[src/hw/vrc_pkg.sv]
// Package for the video input routing configuration block.
// Shared by the serial register bank and the routing decoder.
// Assumes a single clock domain; serial pins are synchronous samples.
package vrc_pkg;

	// ==================================================================
	// Serial slave addressing
	// ==================================================================
	localparam logic [5:0] VRC_SLV_ADDR_HI  = 6'h10;   // 7-bit address bits 6:1
	localparam logic [3:0] VRC_BYTE_BITS    = 4'h8;    // Bits per serial byte

	// ==================================================================
	// Register offsets (subaddresses)
	// ==================================================================
	localparam logic [7:0] VRC_OFS_ROUTE    = 8'h00;   // input_route_select
	localparam logic [7:0] VRC_OFS_PAGE     = 8'h0e;   // register_page_select
	localparam logic [7:0] VRC_OFS_ACE      = 8'h80;   // contrast_enhance_control
	localparam logic [7:0] VRC_OFS_DEINT    = 8'h81;   // deinterlace control

	// ==================================================================
	// Field positions and page codes
	// ==================================================================
	localparam int         VRC_PAGE_LSB     = 5;       // Page field bits 6:5
	localparam int         VRC_ACE_BIT      = 7;       // Contrast boost enable
	localparam int         VRC_DEINT_BIT    = 0;       // Deinterlacer enable
	localparam logic [1:0] VRC_PAGE_MAIN    = 2'h0;    // Primary user page
	localparam logic [1:0] VRC_PAGE_INTR    = 2'h1;    // Interrupt / slicer page
	localparam logic [1:0] VRC_PAGE_USR2    = 2'h2;    // Second user page

	// ==================================================================
	// Reset values
	// ==================================================================
	localparam logic [4:0] VRC_RST_ROUTE    = 5'h00;
	localparam logic [1:0] VRC_RST_PAGE     = 2'h0;
	localparam logic [7:0] VRC_RST_ACE      = 8'h00;
	localparam logic [7:0] VRC_RST_DEINT    = 8'h00;

	// ==================================================================
	// Routing selection codes
	// ==================================================================
	localparam logic [4:0] VRC_COMPOSITE_VIDEO_LAST8   = 5'h07;   // Composite, eight inputs
	localparam logic [4:0] VRC_COMPOSITE_VIDEO_LAST4   = 5'h03;   // Composite, four inputs
	localparam logic [4:0] VRC_YC_FIRST     = 5'h08;
	localparam logic [4:0] VRC_YC_LAST8     = 5'h0b;
	localparam logic [4:0] VRC_YC_LAST4     = 5'h09;
	localparam logic [4:0] VRC_COMP_LO      = 5'h0c;   // Component on 1,2,3
	localparam logic [4:0] VRC_COMP_HI      = 5'h0d;   // Component on 4,5,6
	localparam logic [7:0] VRC_PWR_COMP_LO  = 8'h07;
	localparam logic [7:0] VRC_PWR_COMP_HI  = 8'h38;

	// Decoding core processing mode
	typedef enum logic [2:0] {
		VRC_MODE_COMPOSITE   = 3'h1,
		VRC_MODE_LUMA_CHROMA = 3'h2,
		VRC_MODE_COMPONENT   = 3'h4
	} vrc_mode_t;

	// Decoded route; channel numbers are zero based
	typedef struct packed {
		logic [7:0] chan_power;   // One bit per analog channel, 1 = powered
		vrc_mode_t  mode;         // Decoding core mode
		logic [2:0] luma_ch;      // Luma or composite channel
		logic [2:0] chroma_ch;    // Chroma or blue difference channel
		logic [2:0] third_ch;     // Red difference channel
		logic       valid;        // Code is defined for this variant
	} vrc_route_t;

	// Serial slave states
	typedef enum logic [8:0] {
		VRC_ST_IDLE = 9'h001,
		VRC_ST_ADDR = 9'h002,
		VRC_ST_AACK = 9'h004,
		VRC_ST_SUB  = 9'h008,
		VRC_ST_SACK = 9'h010,
		VRC_ST_WR   = 9'h020,
		VRC_ST_WACK = 9'h040,
		VRC_ST_RD   = 9'h080,
		VRC_ST_RACK = 9'h100
	} vrc_state_t;

endpackage : vrc_pkg

[src/hw/vrc_route_decode.sv]
// Routing decoder: turns the five-bit selection code into channel power,
// channel assignment and decoding core mode. Outputs are registered.
// Assumes the code comes from a register in the same clock domain.
`timescale 1ns/1ps
module vrc_route_decode (
	// Clock and reset
	input  wire logic              clk_i,
	input  wire logic              rst_b_i,
	// Selection
	input  wire logic [4:0]        code_i,
	input  wire logic              eight_ch_i,
	// Decoded route
	output vrc_pkg::vrc_route_t    route_o
);
	import vrc_pkg::*;

	vrc_route_t route_ff;   // Registered route
	vrc_route_t nxt_route;  // Next route

	// ==================================================================
	// Code decode
	// ==================================================================
	// Reserved codes keep every channel off and composite mode
	always_comb begin
		nxt_route = '0;
		nxt_route.mode = VRC_MODE_COMPOSITE;
		if (code_i <= VRC_COMPOSITE_VIDEO_LAST4 ||
		    (eight_ch_i && code_i <= VRC_COMPOSITE_VIDEO_LAST8)) begin
			// Single composite channel
			nxt_route.chan_power = 8'h01 << code_i[2:0];
			nxt_route.luma_ch    = code_i[2:0];
			nxt_route.valid      = 1'b1;
		end else if (code_i >= VRC_YC_FIRST && (code_i <= VRC_YC_LAST4 ||
		             (eight_ch_i && code_i <= VRC_YC_LAST8))) begin
			// Luma on the odd channel, chroma on the next
			nxt_route.chan_power = 8'h03 << {code_i[1:0], 1'b0};
			nxt_route.mode       = VRC_MODE_LUMA_CHROMA;
			nxt_route.luma_ch    = {code_i[1:0], 1'b0};
			nxt_route.chroma_ch  = {code_i[1:0], 1'b1};
			nxt_route.valid      = 1'b1;
		end else if (code_i == VRC_COMP_LO) begin
			// Component on channels 1, 2, 3
			nxt_route.chan_power = VRC_PWR_COMP_LO;
			nxt_route.mode       = VRC_MODE_COMPONENT;
			nxt_route.luma_ch    = 3'h0;
			nxt_route.chroma_ch  = 3'h1;
			nxt_route.third_ch   = 3'h2;
			nxt_route.valid      = 1'b1;
		end else if (code_i == VRC_COMP_HI && eight_ch_i) begin
			// Component on channels 4, 5, 6
			nxt_route.chan_power = VRC_PWR_COMP_HI;
			nxt_route.mode       = VRC_MODE_COMPONENT;
			nxt_route.luma_ch    = 3'h3;
			nxt_route.chroma_ch  = 3'h4;
			nxt_route.third_ch   = 3'h5;
			nxt_route.valid      = 1'b1;
		end
	end

	// Route register
	always_ff @(posedge clk_i or negedge rst_b_i) begin
		if (!rst_b_i) begin
			route_ff <= '{chan_power: 8'h00, mode: VRC_MODE_COMPOSITE,
			              luma_ch: 3'h0, chroma_ch: 3'h0, third_ch: 3'h0,
			              valid: 1'b0};
		end else begin
			route_ff <= nxt_route;
		end
	end

	assign route_o = route_ff;

endmodule : vrc_route_decode

[src/hw/vrc_route_config.sv]
// Video input routing configuration: serial register bank and route
// decode. Holds the routing selection, page selection, contrast boost
// and deinterlacer enables.
// Assumes serial pins already synchronous to clk_i and an external
// open-drain pad resolving the data line from the enable.
`timescale 1ns/1ps
module vrc_route_config (
	// Clock and reset
	input  wire logic              clk_i,
	input  wire logic              rst_b_i,
	// Serial register port
	input  wire logic              scl_i,
	input  wire logic              sda_i,
	output logic                   sda_o,
	output logic                   sda_oe_o,
	// Straps
	input  wire logic              slave_address_select_pin_i,
	input  wire logic              eight_ch_variant_i,
	// Configuration outputs
	output vrc_pkg::vrc_route_t    route_o,
	output logic [1:0]             register_page_select_o,
	output logic                   adaptive_contrast_boost_o,
	output logic                   interlace_to_progressive_o
);
	import vrc_pkg::*;

	// ==================================================================
	// Declarations
	// ==================================================================
	logic       scl_s_ff;           // Sampled clock line
	logic       scl_p_ff;           // Previous clock sample
	logic       sda_s_ff;           // Sampled data line
	logic       sda_p_ff;           // Previous data sample
	vrc_state_t state_ff;           // Serial slave state
	vrc_state_t nxt_state;
	logic [3:0] cnt_ff;             // Bit counter
	logic [3:0] nxt_cnt;
	logic [7:0] shift_ff;           // Receive shifter
	logic [7:0] nxt_shift;
	logic [7:0] tx_ff;              // Transmit shifter
	logic [7:0] nxt_tx;
	logic [7:0] sub_ff;             // Current subaddress
	logic [7:0] nxt_sub;
	logic       rw_ff;              // 1 = read transfer
	logic       nxt_rw;
	logic       oe_ff;              // Pulls data line low
	logic       nxt_oe;
	logic [4:0] route_ff;           // input_route_select field
	logic [4:0] nxt_route;
	logic [1:0] page_ff;            // register_page_select field
	logic [1:0] nxt_page;
	logic [7:0] ace_ff;             // contrast_enhance_control
	logic [7:0] nxt_ace;
	logic [7:0] deint_ff;           // Deinterlace control
	logic [7:0] nxt_deint;
	logic       scl_rise;           // Clock line rising
	logic       scl_fall;           // Clock line falling
	logic       bus_start;          // Start condition
	logic       bus_stop;           // Stop condition
	logic       addr_hit;           // Received address is ours
	logic [7:0] sub_inc;            // Next subaddress

	// ==================================================================
	// Helper functions
	// ==================================================================
	// Subaddress exists on the given page
	function automatic logic reg_valid(input logic [1:0] page,
	                                   input logic [7:0] sub);
		logic ok;
		ok = (sub == VRC_OFS_PAGE);
		if (page == VRC_PAGE_MAIN && sub == VRC_OFS_ROUTE) begin
			ok = 1'b1;
		end
		if (page == VRC_PAGE_USR2 &&
		    (sub == VRC_OFS_ACE || sub == VRC_OFS_DEINT)) begin
			ok = 1'b1;
		end
		return ok;
	endfunction : reg_valid

	// Read value of a subaddress on the given page
	function automatic logic [7:0] read_reg(input logic [1:0] page,
	                                        input logic [7:0] sub,
	                                        input logic [4:0] route,
	                                        input logic [7:0] ace,
	                                        input logic [7:0] deint);
		logic [7:0] val;
		val = 8'h00;
		if (sub == VRC_OFS_PAGE) begin
			// Unused bits of the page register read zero
			val[VRC_PAGE_LSB +: 2] = page;
		end else if (page == VRC_PAGE_MAIN && sub == VRC_OFS_ROUTE) begin
			val[4:0] = route;
		end else if (page == VRC_PAGE_USR2 && sub == VRC_OFS_ACE) begin
			val = ace;
		end else if (page == VRC_PAGE_USR2 && sub == VRC_OFS_DEINT) begin
			val = deint;
		end
		return val;
	endfunction : read_reg

	// ==================================================================
	// Line sampling
	// ==================================================================
	// Current and previous samples of both lines
	always_ff @(posedge clk_i or negedge rst_b_i) begin
		if (!rst_b_i) begin
			scl_s_ff <= 1'b1;
			scl_p_ff <= 1'b1;
			sda_s_ff <= 1'b1;
			sda_p_ff <= 1'b1;
		end else begin
			scl_s_ff <= scl_i;
			scl_p_ff <= scl_s_ff;
			sda_s_ff <= sda_i;
			sda_p_ff <= sda_s_ff;
		end
	end

	// Edge and condition detection
	assign scl_rise  = scl_s_ff & ~scl_p_ff;
	assign scl_fall  = ~scl_s_ff & scl_p_ff;
	assign bus_start = scl_s_ff & scl_p_ff & sda_p_ff & ~sda_s_ff;
	assign bus_stop  = scl_s_ff & scl_p_ff & ~sda_p_ff & sda_s_ff;
	// One address for every page; the strap sets 7-bit address bit 0
	assign addr_hit  = (shift_ff[7:1] ==
	                    {VRC_SLV_ADDR_HI, slave_address_select_pin_i});
	assign sub_inc   = sub_ff + 8'h01;

	// ==================================================================
	// Serial slave and register bank, next state
	// ==================================================================
	always_comb begin
		nxt_state = state_ff;
		nxt_cnt   = cnt_ff;
		nxt_shift = shift_ff;
		nxt_tx    = tx_ff;
		nxt_sub   = sub_ff;
		nxt_rw    = rw_ff;
		nxt_oe    = oe_ff;
		nxt_route = route_ff;
		nxt_page  = page_ff;
		nxt_ace   = ace_ff;
		nxt_deint = deint_ff;
		// Shift in on every rising clock; count bits only while receiving or sending
		if (scl_rise) begin
			nxt_shift = {shift_ff[6:0], sda_s_ff};
			if (state_ff == VRC_ST_ADDR || state_ff == VRC_ST_SUB ||
			    state_ff == VRC_ST_WR || state_ff == VRC_ST_RD) begin
				nxt_cnt = cnt_ff + 4'h1;
			end
		end
		case (state_ff)
			VRC_ST_IDLE: begin
				// Wait for a start condition
				nxt_oe = 1'b0;
			end
			VRC_ST_ADDR: begin
				// Address byte; acknowledge only our address
				if (scl_fall && cnt_ff == VRC_BYTE_BITS) begin
					if (addr_hit) begin
						nxt_oe    = 1'b1;
						nxt_rw    = shift_ff[0];
						nxt_state = VRC_ST_AACK;
					end else begin
						nxt_state = VRC_ST_IDLE;
					end
				end
			end
			VRC_ST_AACK: begin
				// End of address acknowledge
				if (scl_fall) begin
					nxt_cnt = 4'h0;
					if (rw_ff) begin
						nxt_tx    = read_reg(page_ff, sub_ff, route_ff,
						                     ace_ff, deint_ff);
						nxt_oe    = ~nxt_tx[7];
						nxt_tx    = {nxt_tx[6:0], 1'b0};
						nxt_state = VRC_ST_RD;
					end else begin
						nxt_oe    = 1'b0;
						nxt_state = VRC_ST_SUB;
					end
				end
			end
			VRC_ST_SUB: begin
				// Subaddress byte; unknown subaddress is not acknowledged
				if (scl_fall && cnt_ff == VRC_BYTE_BITS) begin
					if (reg_valid(page_ff, shift_ff)) begin
						nxt_sub   = shift_ff;
						nxt_oe    = 1'b1;
						nxt_state = VRC_ST_SACK;
					end else begin
						nxt_state = VRC_ST_IDLE;
					end
				end
			end
			VRC_ST_SACK, VRC_ST_WACK: begin
				// Release after acknowledge; step subaddress after data
				if (scl_fall) begin
					nxt_oe    = 1'b0;
					nxt_cnt   = 4'h0;
					nxt_state = VRC_ST_WR;
					if (state_ff == VRC_ST_WACK) begin
						nxt_sub = sub_inc;
					end
				end
			end
			VRC_ST_WR: begin
				// Data byte: store it and acknowledge, or refuse it
				if (scl_fall && cnt_ff == VRC_BYTE_BITS) begin
					if (reg_valid(page_ff, sub_ff)) begin
						nxt_oe    = 1'b1;
						nxt_state = VRC_ST_WACK;
						if (sub_ff == VRC_OFS_PAGE) begin
							nxt_page = shift_ff[VRC_PAGE_LSB +: 2];
						end else if (page_ff == VRC_PAGE_MAIN) begin
							nxt_route = shift_ff[4:0];
						end else if (sub_ff == VRC_OFS_ACE) begin
							nxt_ace = shift_ff;
						end else begin
							nxt_deint = shift_ff;
						end
					end else begin
						nxt_state = VRC_ST_IDLE;
					end
				end
			end
			VRC_ST_RD: begin
				// Drive data on falling clock, release after bit eight
				if (scl_fall) begin
					if (cnt_ff == VRC_BYTE_BITS) begin
						nxt_oe    = 1'b0;
						nxt_state = VRC_ST_RACK;
					end else begin
						nxt_oe = ~tx_ff[7];
						nxt_tx = {tx_ff[6:0], 1'b0};
					end
				end
			end
			VRC_ST_RACK: begin
				// Master acknowledge: advance if the next subaddress exists on the page, or end on no acknowledge
				if (scl_rise) begin
					if (sda_s_ff) begin
						nxt_state = VRC_ST_IDLE;
					end else if (reg_valid(page_ff, sub_inc)) begin
						nxt_sub = sub_inc;
					end
				end else if (scl_fall) begin
					nxt_tx    = read_reg(page_ff, sub_ff, route_ff,
					                     ace_ff, deint_ff);
					nxt_oe    = ~nxt_tx[7];
					nxt_tx    = {nxt_tx[6:0], 1'b0};
					nxt_cnt   = 4'h0;
					nxt_state = VRC_ST_RD;
				end
			end
			default: begin
				nxt_oe    = 1'b0;
				nxt_state = VRC_ST_IDLE;
			end
		endcase
		// Start and stop override any state
		if (bus_start) begin
			nxt_oe    = 1'b0;
			nxt_cnt   = 4'h0;
			nxt_state = VRC_ST_ADDR;
		end else if (bus_stop) begin
			nxt_oe    = 1'b0;
			nxt_state = VRC_ST_IDLE;
		end
	end

	// ==================================================================
	// Serial slave and register bank, registers
	// ==================================================================
	always_ff @(posedge clk_i or negedge rst_b_i) begin
		if (!rst_b_i) begin
			state_ff <= VRC_ST_IDLE;
			cnt_ff   <= 4'h0;
			shift_ff <= 8'h00;
			tx_ff    <= 8'h00;
			sub_ff   <= 8'h00;
			rw_ff    <= 1'b0;
			oe_ff    <= 1'b0;
			route_ff <= VRC_RST_ROUTE;
			page_ff  <= VRC_RST_PAGE;
			ace_ff   <= VRC_RST_ACE;
			deint_ff <= VRC_RST_DEINT;
		end else begin
			state_ff <= nxt_state;
			cnt_ff   <= nxt_cnt;
			shift_ff <= nxt_shift;
			tx_ff    <= nxt_tx;
			sub_ff   <= nxt_sub;
			rw_ff    <= nxt_rw;
			oe_ff    <= nxt_oe;
			route_ff <= nxt_route;
			page_ff  <= nxt_page;
			ace_ff   <= nxt_ace;
			deint_ff <= nxt_deint;
		end
	end

	// ==================================================================
	// Route decode
	// ==================================================================
	// Route and core mode follow the selection field and the eight-channel variant strap
	vrc_route_decode u_decode (
		.clk_i      (clk_i),
		.rst_b_i    (rst_b_i),
		.code_i     (route_ff),
		.eight_ch_i (eight_ch_variant_i),
		.route_o    (route_o)
	);

	// ==================================================================
	// Outputs
	// ==================================================================
	// Open-drain: the line is only ever pulled low
	assign sda_o                      = 1'b0;
	assign sda_oe_o                   = oe_ff;
	assign register_page_select_o     = page_ff;
	assign adaptive_contrast_boost_o  = ace_ff[VRC_ACE_BIT];
	// Enable only; the converter has no external memory port
	assign interlace_to_progressive_o = deint_ff[VRC_DEINT_BIT];

endmodule : vrc_route_config

[config.mk]
export PLATFORM = sky130hd
export DESIGN_NAME = vrc_route_config
export DESIGN_NICKNAME = d
export VERILOG_FILES = /design/src/hw/vrc_pkg.sv /design/src/hw/vrc_route_decode.sv /design/src/hw/vrc_route_config.sv
export SDC_FILE = /design/constraint.sdc
export NUM_CORES = 1
export LEC_CHECK = 0
export ABC_CLOCK_PERIOD_IN_PS = 3300
export BUFFER_PORTS_ARGS = -buffer_cell sky130_fd_sc_hd__buf_2
export CAP_MARGIN = 20
export CORE_MARGIN = 2
export CORE_UTILIZATION = 45
export CTS_CLUSTER_SIZE = 12
export DETAILED_ROUTE_END_ITERATION = 10
export PLACE_DENSITY = 0.62
export SLEW_MARGIN = 20
export SYNTH_ARGS = -nofsm -noshare
export SYNTH_HDL_FRONTEND = slang
export SYNTH_SLANG_ARGS = --single-unit
[constraint.sdc]
create_clock -name clk_i -period 3.3 [get_ports clk_i]
set_clock_uncertainty 0.05 [all_clocks]
set_input_delay 0.66 -clock clk_i [delete_from_list [all_inputs] [get_ports clk_i]]
set_output_delay 0.66 -clock clk_i [all_outputs]
set_load 0.01 [all_outputs]
==> summary.txt, run 1 <==
Route
  – DR iter-0 viols: 193
  – Via count: 3627
  – Drt drc: 0
  – Post-route ant nets: 0
  – Pre-antenna DRT Iters: 5
  – Drt total wl: 10.9 mm
  – Vias per cell: 5.68
  – DR WL/cell: 17.1 um

Die
  – Die Area: 0.0113 mm^2
  – Core footprint: 0.0102 mm^2
  – IO Pins: 33
  – Standard-cell row count: 37
  – Die extent in x: 106 um
  – Die Ht: 106 um
  – Initial cell density of the core: 0.461

Worst setup path
  – Crit path kind: flop to flop
  – CP max stage cell: dfstp_2
  – Critical Path Sink Type: flop
  – Worst setup SP type: flop
  – Worst Path Max Fanout: 13
  – Worst EP required: 3500 ps
  – CP arrival: 3010 ps
  – CP Cell Sequence: ha_1 > nand4_1 > a211o_1 > a2111o_1 > a311oi_1 > nor3_1
  – CP peak stage delay: 570 ps

Clock network
  – Maximum clock path buffer count: 2
  – H-tree depth reported by CTS: 3
  – Root buffer selected by CTS: clkbuf_8
  – Cts repair resizes: 0
  – CTS sink count: 85
  – # Post-CTS Setup Buffers: 0
  – Total CTS buffers: 9
  – Clock-pin slew on the worst setup and hold paths: 90 ps
  – CTS Hold Bufs: 0
  – Worst-skew pair later-pin latency: 360 ps
  – CTS tree: built

Yosys
  – Syn Std Cell Area: 0.00472 mm^2
  – Post-synth top area share: 0.419
  – Post-synth ARST share: 1.00
  – Post-synth top cells: dfrtp_1, nor2_1, mux2_2, nand2_1, a21oi_1
  – Main synth FF type: dfrtp_1
  – Distinct cells, synth: 64
  – Syn_area_per_cell: 9.79 um^2
  – Post-synth EDFFs: 0
  – Most frequent cell after synthesis: dfrtp_1
  – Seq/Total Area, Yosys: 0.452
  – Yosys top cell by area: dfrtp_1
  – Synthesized Nets: 499
  – Largest cells by area after synthesis: dfrtp_1, mux2_2, nor2_1
  – Seq cells post-synth: 85
  – Cells after Synth: 482
  – YS warnings: 0

Finish
  – Footprint of the multi-input gates: 0.00239 mm^2
  – Layout area overhead: 8.85%
  – Ant diodes: 0
  – FILL cells: 930
  – Finished Core Util: 0.502
  – Layout cells sized above 1: 0.209
  – FF/Latch Area: 0.00213 mm^2
  – Final nets: 514

STA
  – Final setup viols: 0
  – Setup_tns: 0 ps
  – Worst slew pin tran: 841 ps
  – Rel. slew slack: 0.439
  – Hold Slack: 268 ps
  – Hold Vio Cnt, Final: 0
  – Slew Limit Fails: 0
  – Final min period: 2800 ps
  – Crit share post-route: 0.850
  – RSZ-0062 raised after global routing: false
  – FMAX: 0.357 GHz

Pwr
  – Pleak: 2.40 nW
  – Power per cell area: 421 mW/mm^2
  – Worst VDD drop: 0.256 mV

Place
  – Post-DP HPWL: 7.63 mm
  – Port Buf Inserts: 31
  – Final RePlAce weighted congestion: 0.869

Global route
  – Largest net degree at the start of global routing: 86
  – Vias in the first global route: 3420
  – First-pass GRT wire length: 17.9 mm
  – Initial antenna violation count: 0
  – Tot GR Track Use: 0.202
  – Gr ovfl total: 0

Outcome
  – Status: completed

Hold path
  – HP Class: input port to async pin

Job
  – Max_cap viols: 0
power by group:
group / switching (W) / total [W] / internal [W]
combinational: 0.0000815 / 0.000166 / 0.0000849
clock: 0.000407 / 0.000786 / 0.000379
sequential: 0.000122 / 0.00121 / 0.00109
total: 0.000611 / 0.00216 / 0.00155
worst max-delay path: cells and delay by family, from the launching register on:
family | cells | cell delay, ps
fa+ha+maj | 1 | 500
compound gates | 3 | 1170
flops | 1 | 570
simple gates | 2 | 410
per-layer routing:
metal | wire (um) | track usage
met5 | 0 | 0
met4 | 165 | 0.0575
met3 | 507 | 0.0435
met2 | 5010 | 0.313
met1 | 5230 | 0.284
layout by cell type (no fill, tap or decap), drive strengths merged, types with 4 or more instances in the layout:
cell type	instances
nor4	5
a22oi	7
a211oi	5
a2bb2oi	4
dfrtp	79
nand3	11
inv	20
nand2b	6
clkbuf	10
nand4	10
o21ai	29
a21o	5
nor3	16
mux2	38
xnor2	5
a21oi	29
xor2	5
and3	8
a221o	4
nor2	45
buf	33
dfstp	6
nor3b	5
mux2i	8
nor2b	7
ha	11
nand2	39
final cells by class:
type                            instances  share of cell area
Clock buffer                           10              0.0268
Clock inverter                          6              0.0134
Inverter                               17              0.0124
Multi-Input combinational cell        351               0.464
Sequential cell                        85               0.415
Tap cell                              136              0.0331
Timing Repair Buffer                   33              0.0343
metrics by stage:
stage | area, um^2 | worst slack, ps | std cells | total power [W]
global route | 5140 | 276 | 638 | 0.00226
floorplan | 4720 | 942 | 482 | 0.00129
detailed placement | 4930 | 516 | 622 | 0.00139
global placement | 4930 | 555 | 622 | 0.00139
CTS | 5130 | 499 | 638 | 0.00218
finish | 5140 | 495 | 638 | 0.00216
cells by family (layout without fill, tap and decap cells):
logic type               count (synthesis)  after routing  share of synthesized area
AO/OA/AOI/OAI                          112            112                      0.161
XOR/XNOR                                10             10                     0.0186
adder cells (fa/ha/maj)                 11             11                     0.0292
buffers and inverters                   46             66                     0.0422
flip-flops                              85             85                      0.452
multiplexers                            46             46                      0.108
other                                    1              1                   0.000795
AND/OR/NAND/NOR                        171            171                      0.188
flip-flops by register name (all words and copies together) (netlist names), 5 cells and up:
| register | flops |
|---|---|
| shift_ff | 8 |
| sub_ff | 8 |
| u_decode.route_o | 20 |
| ace_ff | 8 |
| state_ff | 9 |
| tx_ff | 7 |
| route_ff | 5 |
| deint_ff | 8 |
path summary, 6_finish.rpt:
kind,to,depth (start not counted),start,slack (ps)
setup / recovery,sub_ff[0],6,scl_s_ff,500
hold / removal,u_decode.route_o[13],1,rst_b_i,270
setup reg to reg,sub_ff[0],6,scl_s_ff,500
hold reg to reg,scl_p_ff,0,scl_s_ff,350
max in group asynchronous,state_ff[3],1,rst_b_i,2400
min in group clk_i,scl_s_ff,1,scl_i,330
No activity file was read; power rests on OpenSTA's default activity.
==> inputs of run 2 (changes only) <==
--- a/config.mk
+++ b/config.mk
@@ -5,7 +5,8 @@
 export SDC_FILE = /design/constraint.sdc
 export NUM_CORES = 1
 export LEC_CHECK = 0
-export ABC_CLOCK_PERIOD_IN_PS = 3300
+export ABC_AREA = 1
+export ABC_CLOCK_PERIOD_IN_PS = 2800
 export BUFFER_PORTS_ARGS = -buffer_cell sky130_fd_sc_hd__buf_2
 export CAP_MARGIN = 20
 export CORE_MARGIN = 2
==> constraint.sdc (replaced) <==
create_clock -name clk_i -period 2.8 [get_ports clk_i]
set_clock_uncertainty 0.05 [all_clocks]
set_input_delay 0.56 -clock clk_i [delete_from_list [all_inputs] [get_ports clk_i]]
set_output_delay 0.56 -clock clk_i [all_outputs]
set_load 0.01 [all_outputs]
==> run 2 against run 1 <==
  * Area after synthesis rose by 6.0%
  * Sequential power rose by 9.9%
  * Setup slack got worse by 21 ps
  * Largest cell class unchanged
  * Largest power group unchanged
==> summary.txt, run 2 <==
Outcome
  – Status: completed

Yosys
  – Post-synth EDFFs: 0 (unchanged)
  – Synthesized Nets: 678 (+36%)
  – Post-synth top area share: 0.395 (-0.0239)
  – Syn Std Cell Area: 0.00500 mm^2 (+6.0%)
  – Seq/Total Area, Yosys: 0.427 (-0.0258)
  – Post-synth ARST share: 1.00 (unchanged)
  – Syn_area_per_cell: 7.57 um^2 (-23%)
  – Seq cells post-synth: 85 (unchanged)
  – Largest cells by area after synthesis: dfrtp_1, nand2_1, nand3_1
  – Distinct cells, synth: 42 (-34%)
  – Cells after Synth: 661 (+37%)
  – Post-synth top cells: nand2_1, dfrtp_1, inv_1, nor2_1, nand3_1
  – Most frequent cell after synthesis: nand2_1
  – Yosys top cell by area: dfrtp_1
  – YS warnings: 0 (unchanged)
  – Main synth FF type: dfrtp_1

Route
  – Via count: 4315 (+19%)
  – Post-route ant nets: 0 (unchanged)
  – Pre-antenna DRT Iters: 7 (+2)
  – Drt total wl: 12.3 mm (+13%)
  – Vias per cell: 5.16 (-9.3%)
  – DR WL/cell: 14.7 um (-14%)
  – Drt drc: 0 (unchanged)
  – DR iter-0 viols: 212 (+9.8%)

Die
  – IO Pins: 33 (unchanged)
  – Initial cell density of the core: 0.462 (about the same)
  – Die Area: 0.0120 mm^2 (+5.8%)
  – Core footprint: 0.0108 mm^2 (+6.0%)
  – Die Ht: 109 um (+2.9%)
  – Die extent in x: 109 um (+2.9%)
  – Standard-cell row count: 38 (+2.7%)

Worst setup path
  – Worst Path Max Fanout: 11 (-2)
  – Critical Path Sink Type: flop
  – Worst EP required: 3060 ps (-440 ps)
  – Worst r2r dst: state_ff[8]
  – Worst setup SP type: flop
  – CP arrival: 2590 ps (-420 ps)
  – R2r setup slk: 470 ps (-20 ps)
  – R2R Path Start: scl_p_ff
  – Path depth of the worst reg2reg path: 9 (+3)
  – Crit path kind: flop to flop

Pwr
  – Pleak: 2.75 nW (+15%)
  – Power per cell area: 479 mW/mm^2 (+14%)
  – Worst VDD drop: 0.290 mV (+13%)

Clock network
  – Clock-pin slew on the worst setup and hold paths: 90 ps (about the same)
  – CTS tree: built
  – CTS Hold Bufs: 0 (unchanged)
  – Worst-skew pair later-pin latency: 380 ps (+20 ps)
  – H-tree depth reported by CTS: 3 (unchanged)
  – Cts repair resizes: 0 (unchanged)
  – Maximum clock path buffer count: 2 (unchanged)
  – Root buffer selected by CTS: clkbuf_8
  – Total CTS buffers: 9 (unchanged)
  – CTS sink count: 85 (unchanged)
  – # Post-CTS Setup Buffers: 0 (unchanged)

Place
  – Placed cell area: 0.00527 mm^2 (+6.9%)
  – Port Buf Inserts: 31 (unchanged)
  – DP Worst Slack: 480 ps (-35.7 ps)
  – Post-DP HPWL: 9.54 mm (+25%)
  – Final RePlAce weighted congestion: 0.870 (+0.15%)

Finish
  – FILL cells: 1092 (+17%)
  – Layout cells sized above 1: 0.168 (-0.0413)
  – Post-layout instance area: 0.00546 mm^2 (+6.3%)
  – Commonest non-fill, non-tap cell in the layout: nand2_1
  – Ant diodes: 0 (unchanged)
  – Largest register FFs: 20 (unchanged)
  – Layout area overhead: 9.15%
  – Final nets: 709 (+38%)
  – Commonest non-fill, non-tap cells in the layout: nand2_1, dfrtp_1, inv_1

Global route
  – Vias in the first global route: 4039 (+18%)
  – First-pass GRT wire length: 20.8 mm (+16%)
  – Gr ovfl total: 0 (unchanged)
  – Largest net degree at the start of global routing: 44 (-49%)
  – Busiest layer in global routing: met2
  – Initial antenna violation count: 0 (unchanged)
  – Met2 Usage GRT: 0.352 (+0.0387)
  – GR Util met3: 0.0356 (-0.00797)
  – Met1 usage: 0.319 (+0.0347)
  – Tot GR Track Use: 0.227 (+0.0252)

STA
  – Rel. slew slack: 0.588 (+0.149)
  – Crit share post-route: 0.831 (-0.0193)
  – Worst slew pin tran: 613 ps (-228 ps)
  – Hold Slack: 121 ps (-147 ps)
  – Slew Limit Fails: 0 (unchanged)
  – RSZ-0062 raised after global routing: false
  – Final min period: 2330 ps (-479 ps)
  – FMAX: 0.430 GHz (+21%)
  – Hold Vio Cnt, Final: 0 (unchanged)
  – PnR worst setup slack: 474 ps (-21.0 ps)
  – Setup_tns: 0 ps (unchanged)
  – Final setup viols: 0 (unchanged)

Job
  – Max_cap viols: 0 (unchanged)

Hold path
  – HP Class: input port to async pin
[run 2: cell type report]
| class | count | area [um^2] | area share |
|---|---|---|---|
| multi-input cells | 482 | 2460 | 0.451 |
| inverters | 80 | 303 | 0.0554 |
| well taps | 140 | 175 | 0.0321 |
| clock inverters | 6 | 68.8 | 0.0126 |
| flip-flops and latches | 85 | 2130 | 0.391 |
| clock buffers | 10 | 128 | 0.0234 |
| repair buffers | 34 | 193 | 0.0353 |
[run 2: report_power, final]
part	switching [W]	internal (W)	total, W
logic	0.000280	0.000101	0.000381
registers	0.0000534	0.00128	0.00133
clock network	0.000485	0.000421	0.000906
total	0.000819	0.00180	0.00262
[run 2: cells by family (layout without fill, tap and decap cells)]
logic type / Yosys count / in the layout / share of synthesized area
simple gates: 375 / 375 / 0.344
compound gates: 93 / 93 / 0.116
fa+ha+maj: 11 / 11 / 0.0275
flops: 85 / 85 / 0.427
xor+xnor: 2 / 2 / 0.00350
buf+inv: 94 / 130 / 0.0817
other cells: 1 / 1 / 0.000749
[run 2: critical path: stages (launching register included)]
cell,delay [ps]
dfstp_2,550
ha_1,290
nand4_1,240
inv_1,290
nor2_1,80
nand2_1,100
o21ai_2,70
nor2_2,380
nand3_1,120
nand2_1,90
[run 2: routing by layer]
metal / wire (um) / up-vias
met5: 0 / -
met3: 567 / 18
met4: 216 / 0
li1: - / 2186
met2: 5690 / 111
met1: 5850 / 2000
[run 2: worst max-delay path by stage]
stage                     slack [ps]  cells past startpoint      from     endpoint
after floorplan                  960                     12  scl_s_ff    sub_ff[5]
final                            470                      9  scl_p_ff  state_ff[8]
after global routing             260                      9  scl_p_ff  state_ff[8]
after CTS                        470                      9  scl_p_ff  state_ff[8]
after global placement           550                      9  scl_p_ff  state_ff[7]
after detailed placement         480                      9  scl_p_ff  state_ff[8]
[run 2: through the flow]
| stage | total power [W] | cells | utilization |
|---|---|---|---|
| 6_report | 0.00262 | 837 | 0.504 |
| 5_1_grt | 0.00275 | 837 | 0.504 |
| 4_1_cts | 0.00264 | 837 | 0.504 |
| 3_5_place_dp | 0.00174 | 821 | 0.486 |
| 3_3_place_gp | 0.00173 | 821 | 0.486 |
| 2_1_floorplan | 0.00162 | 661 | - |
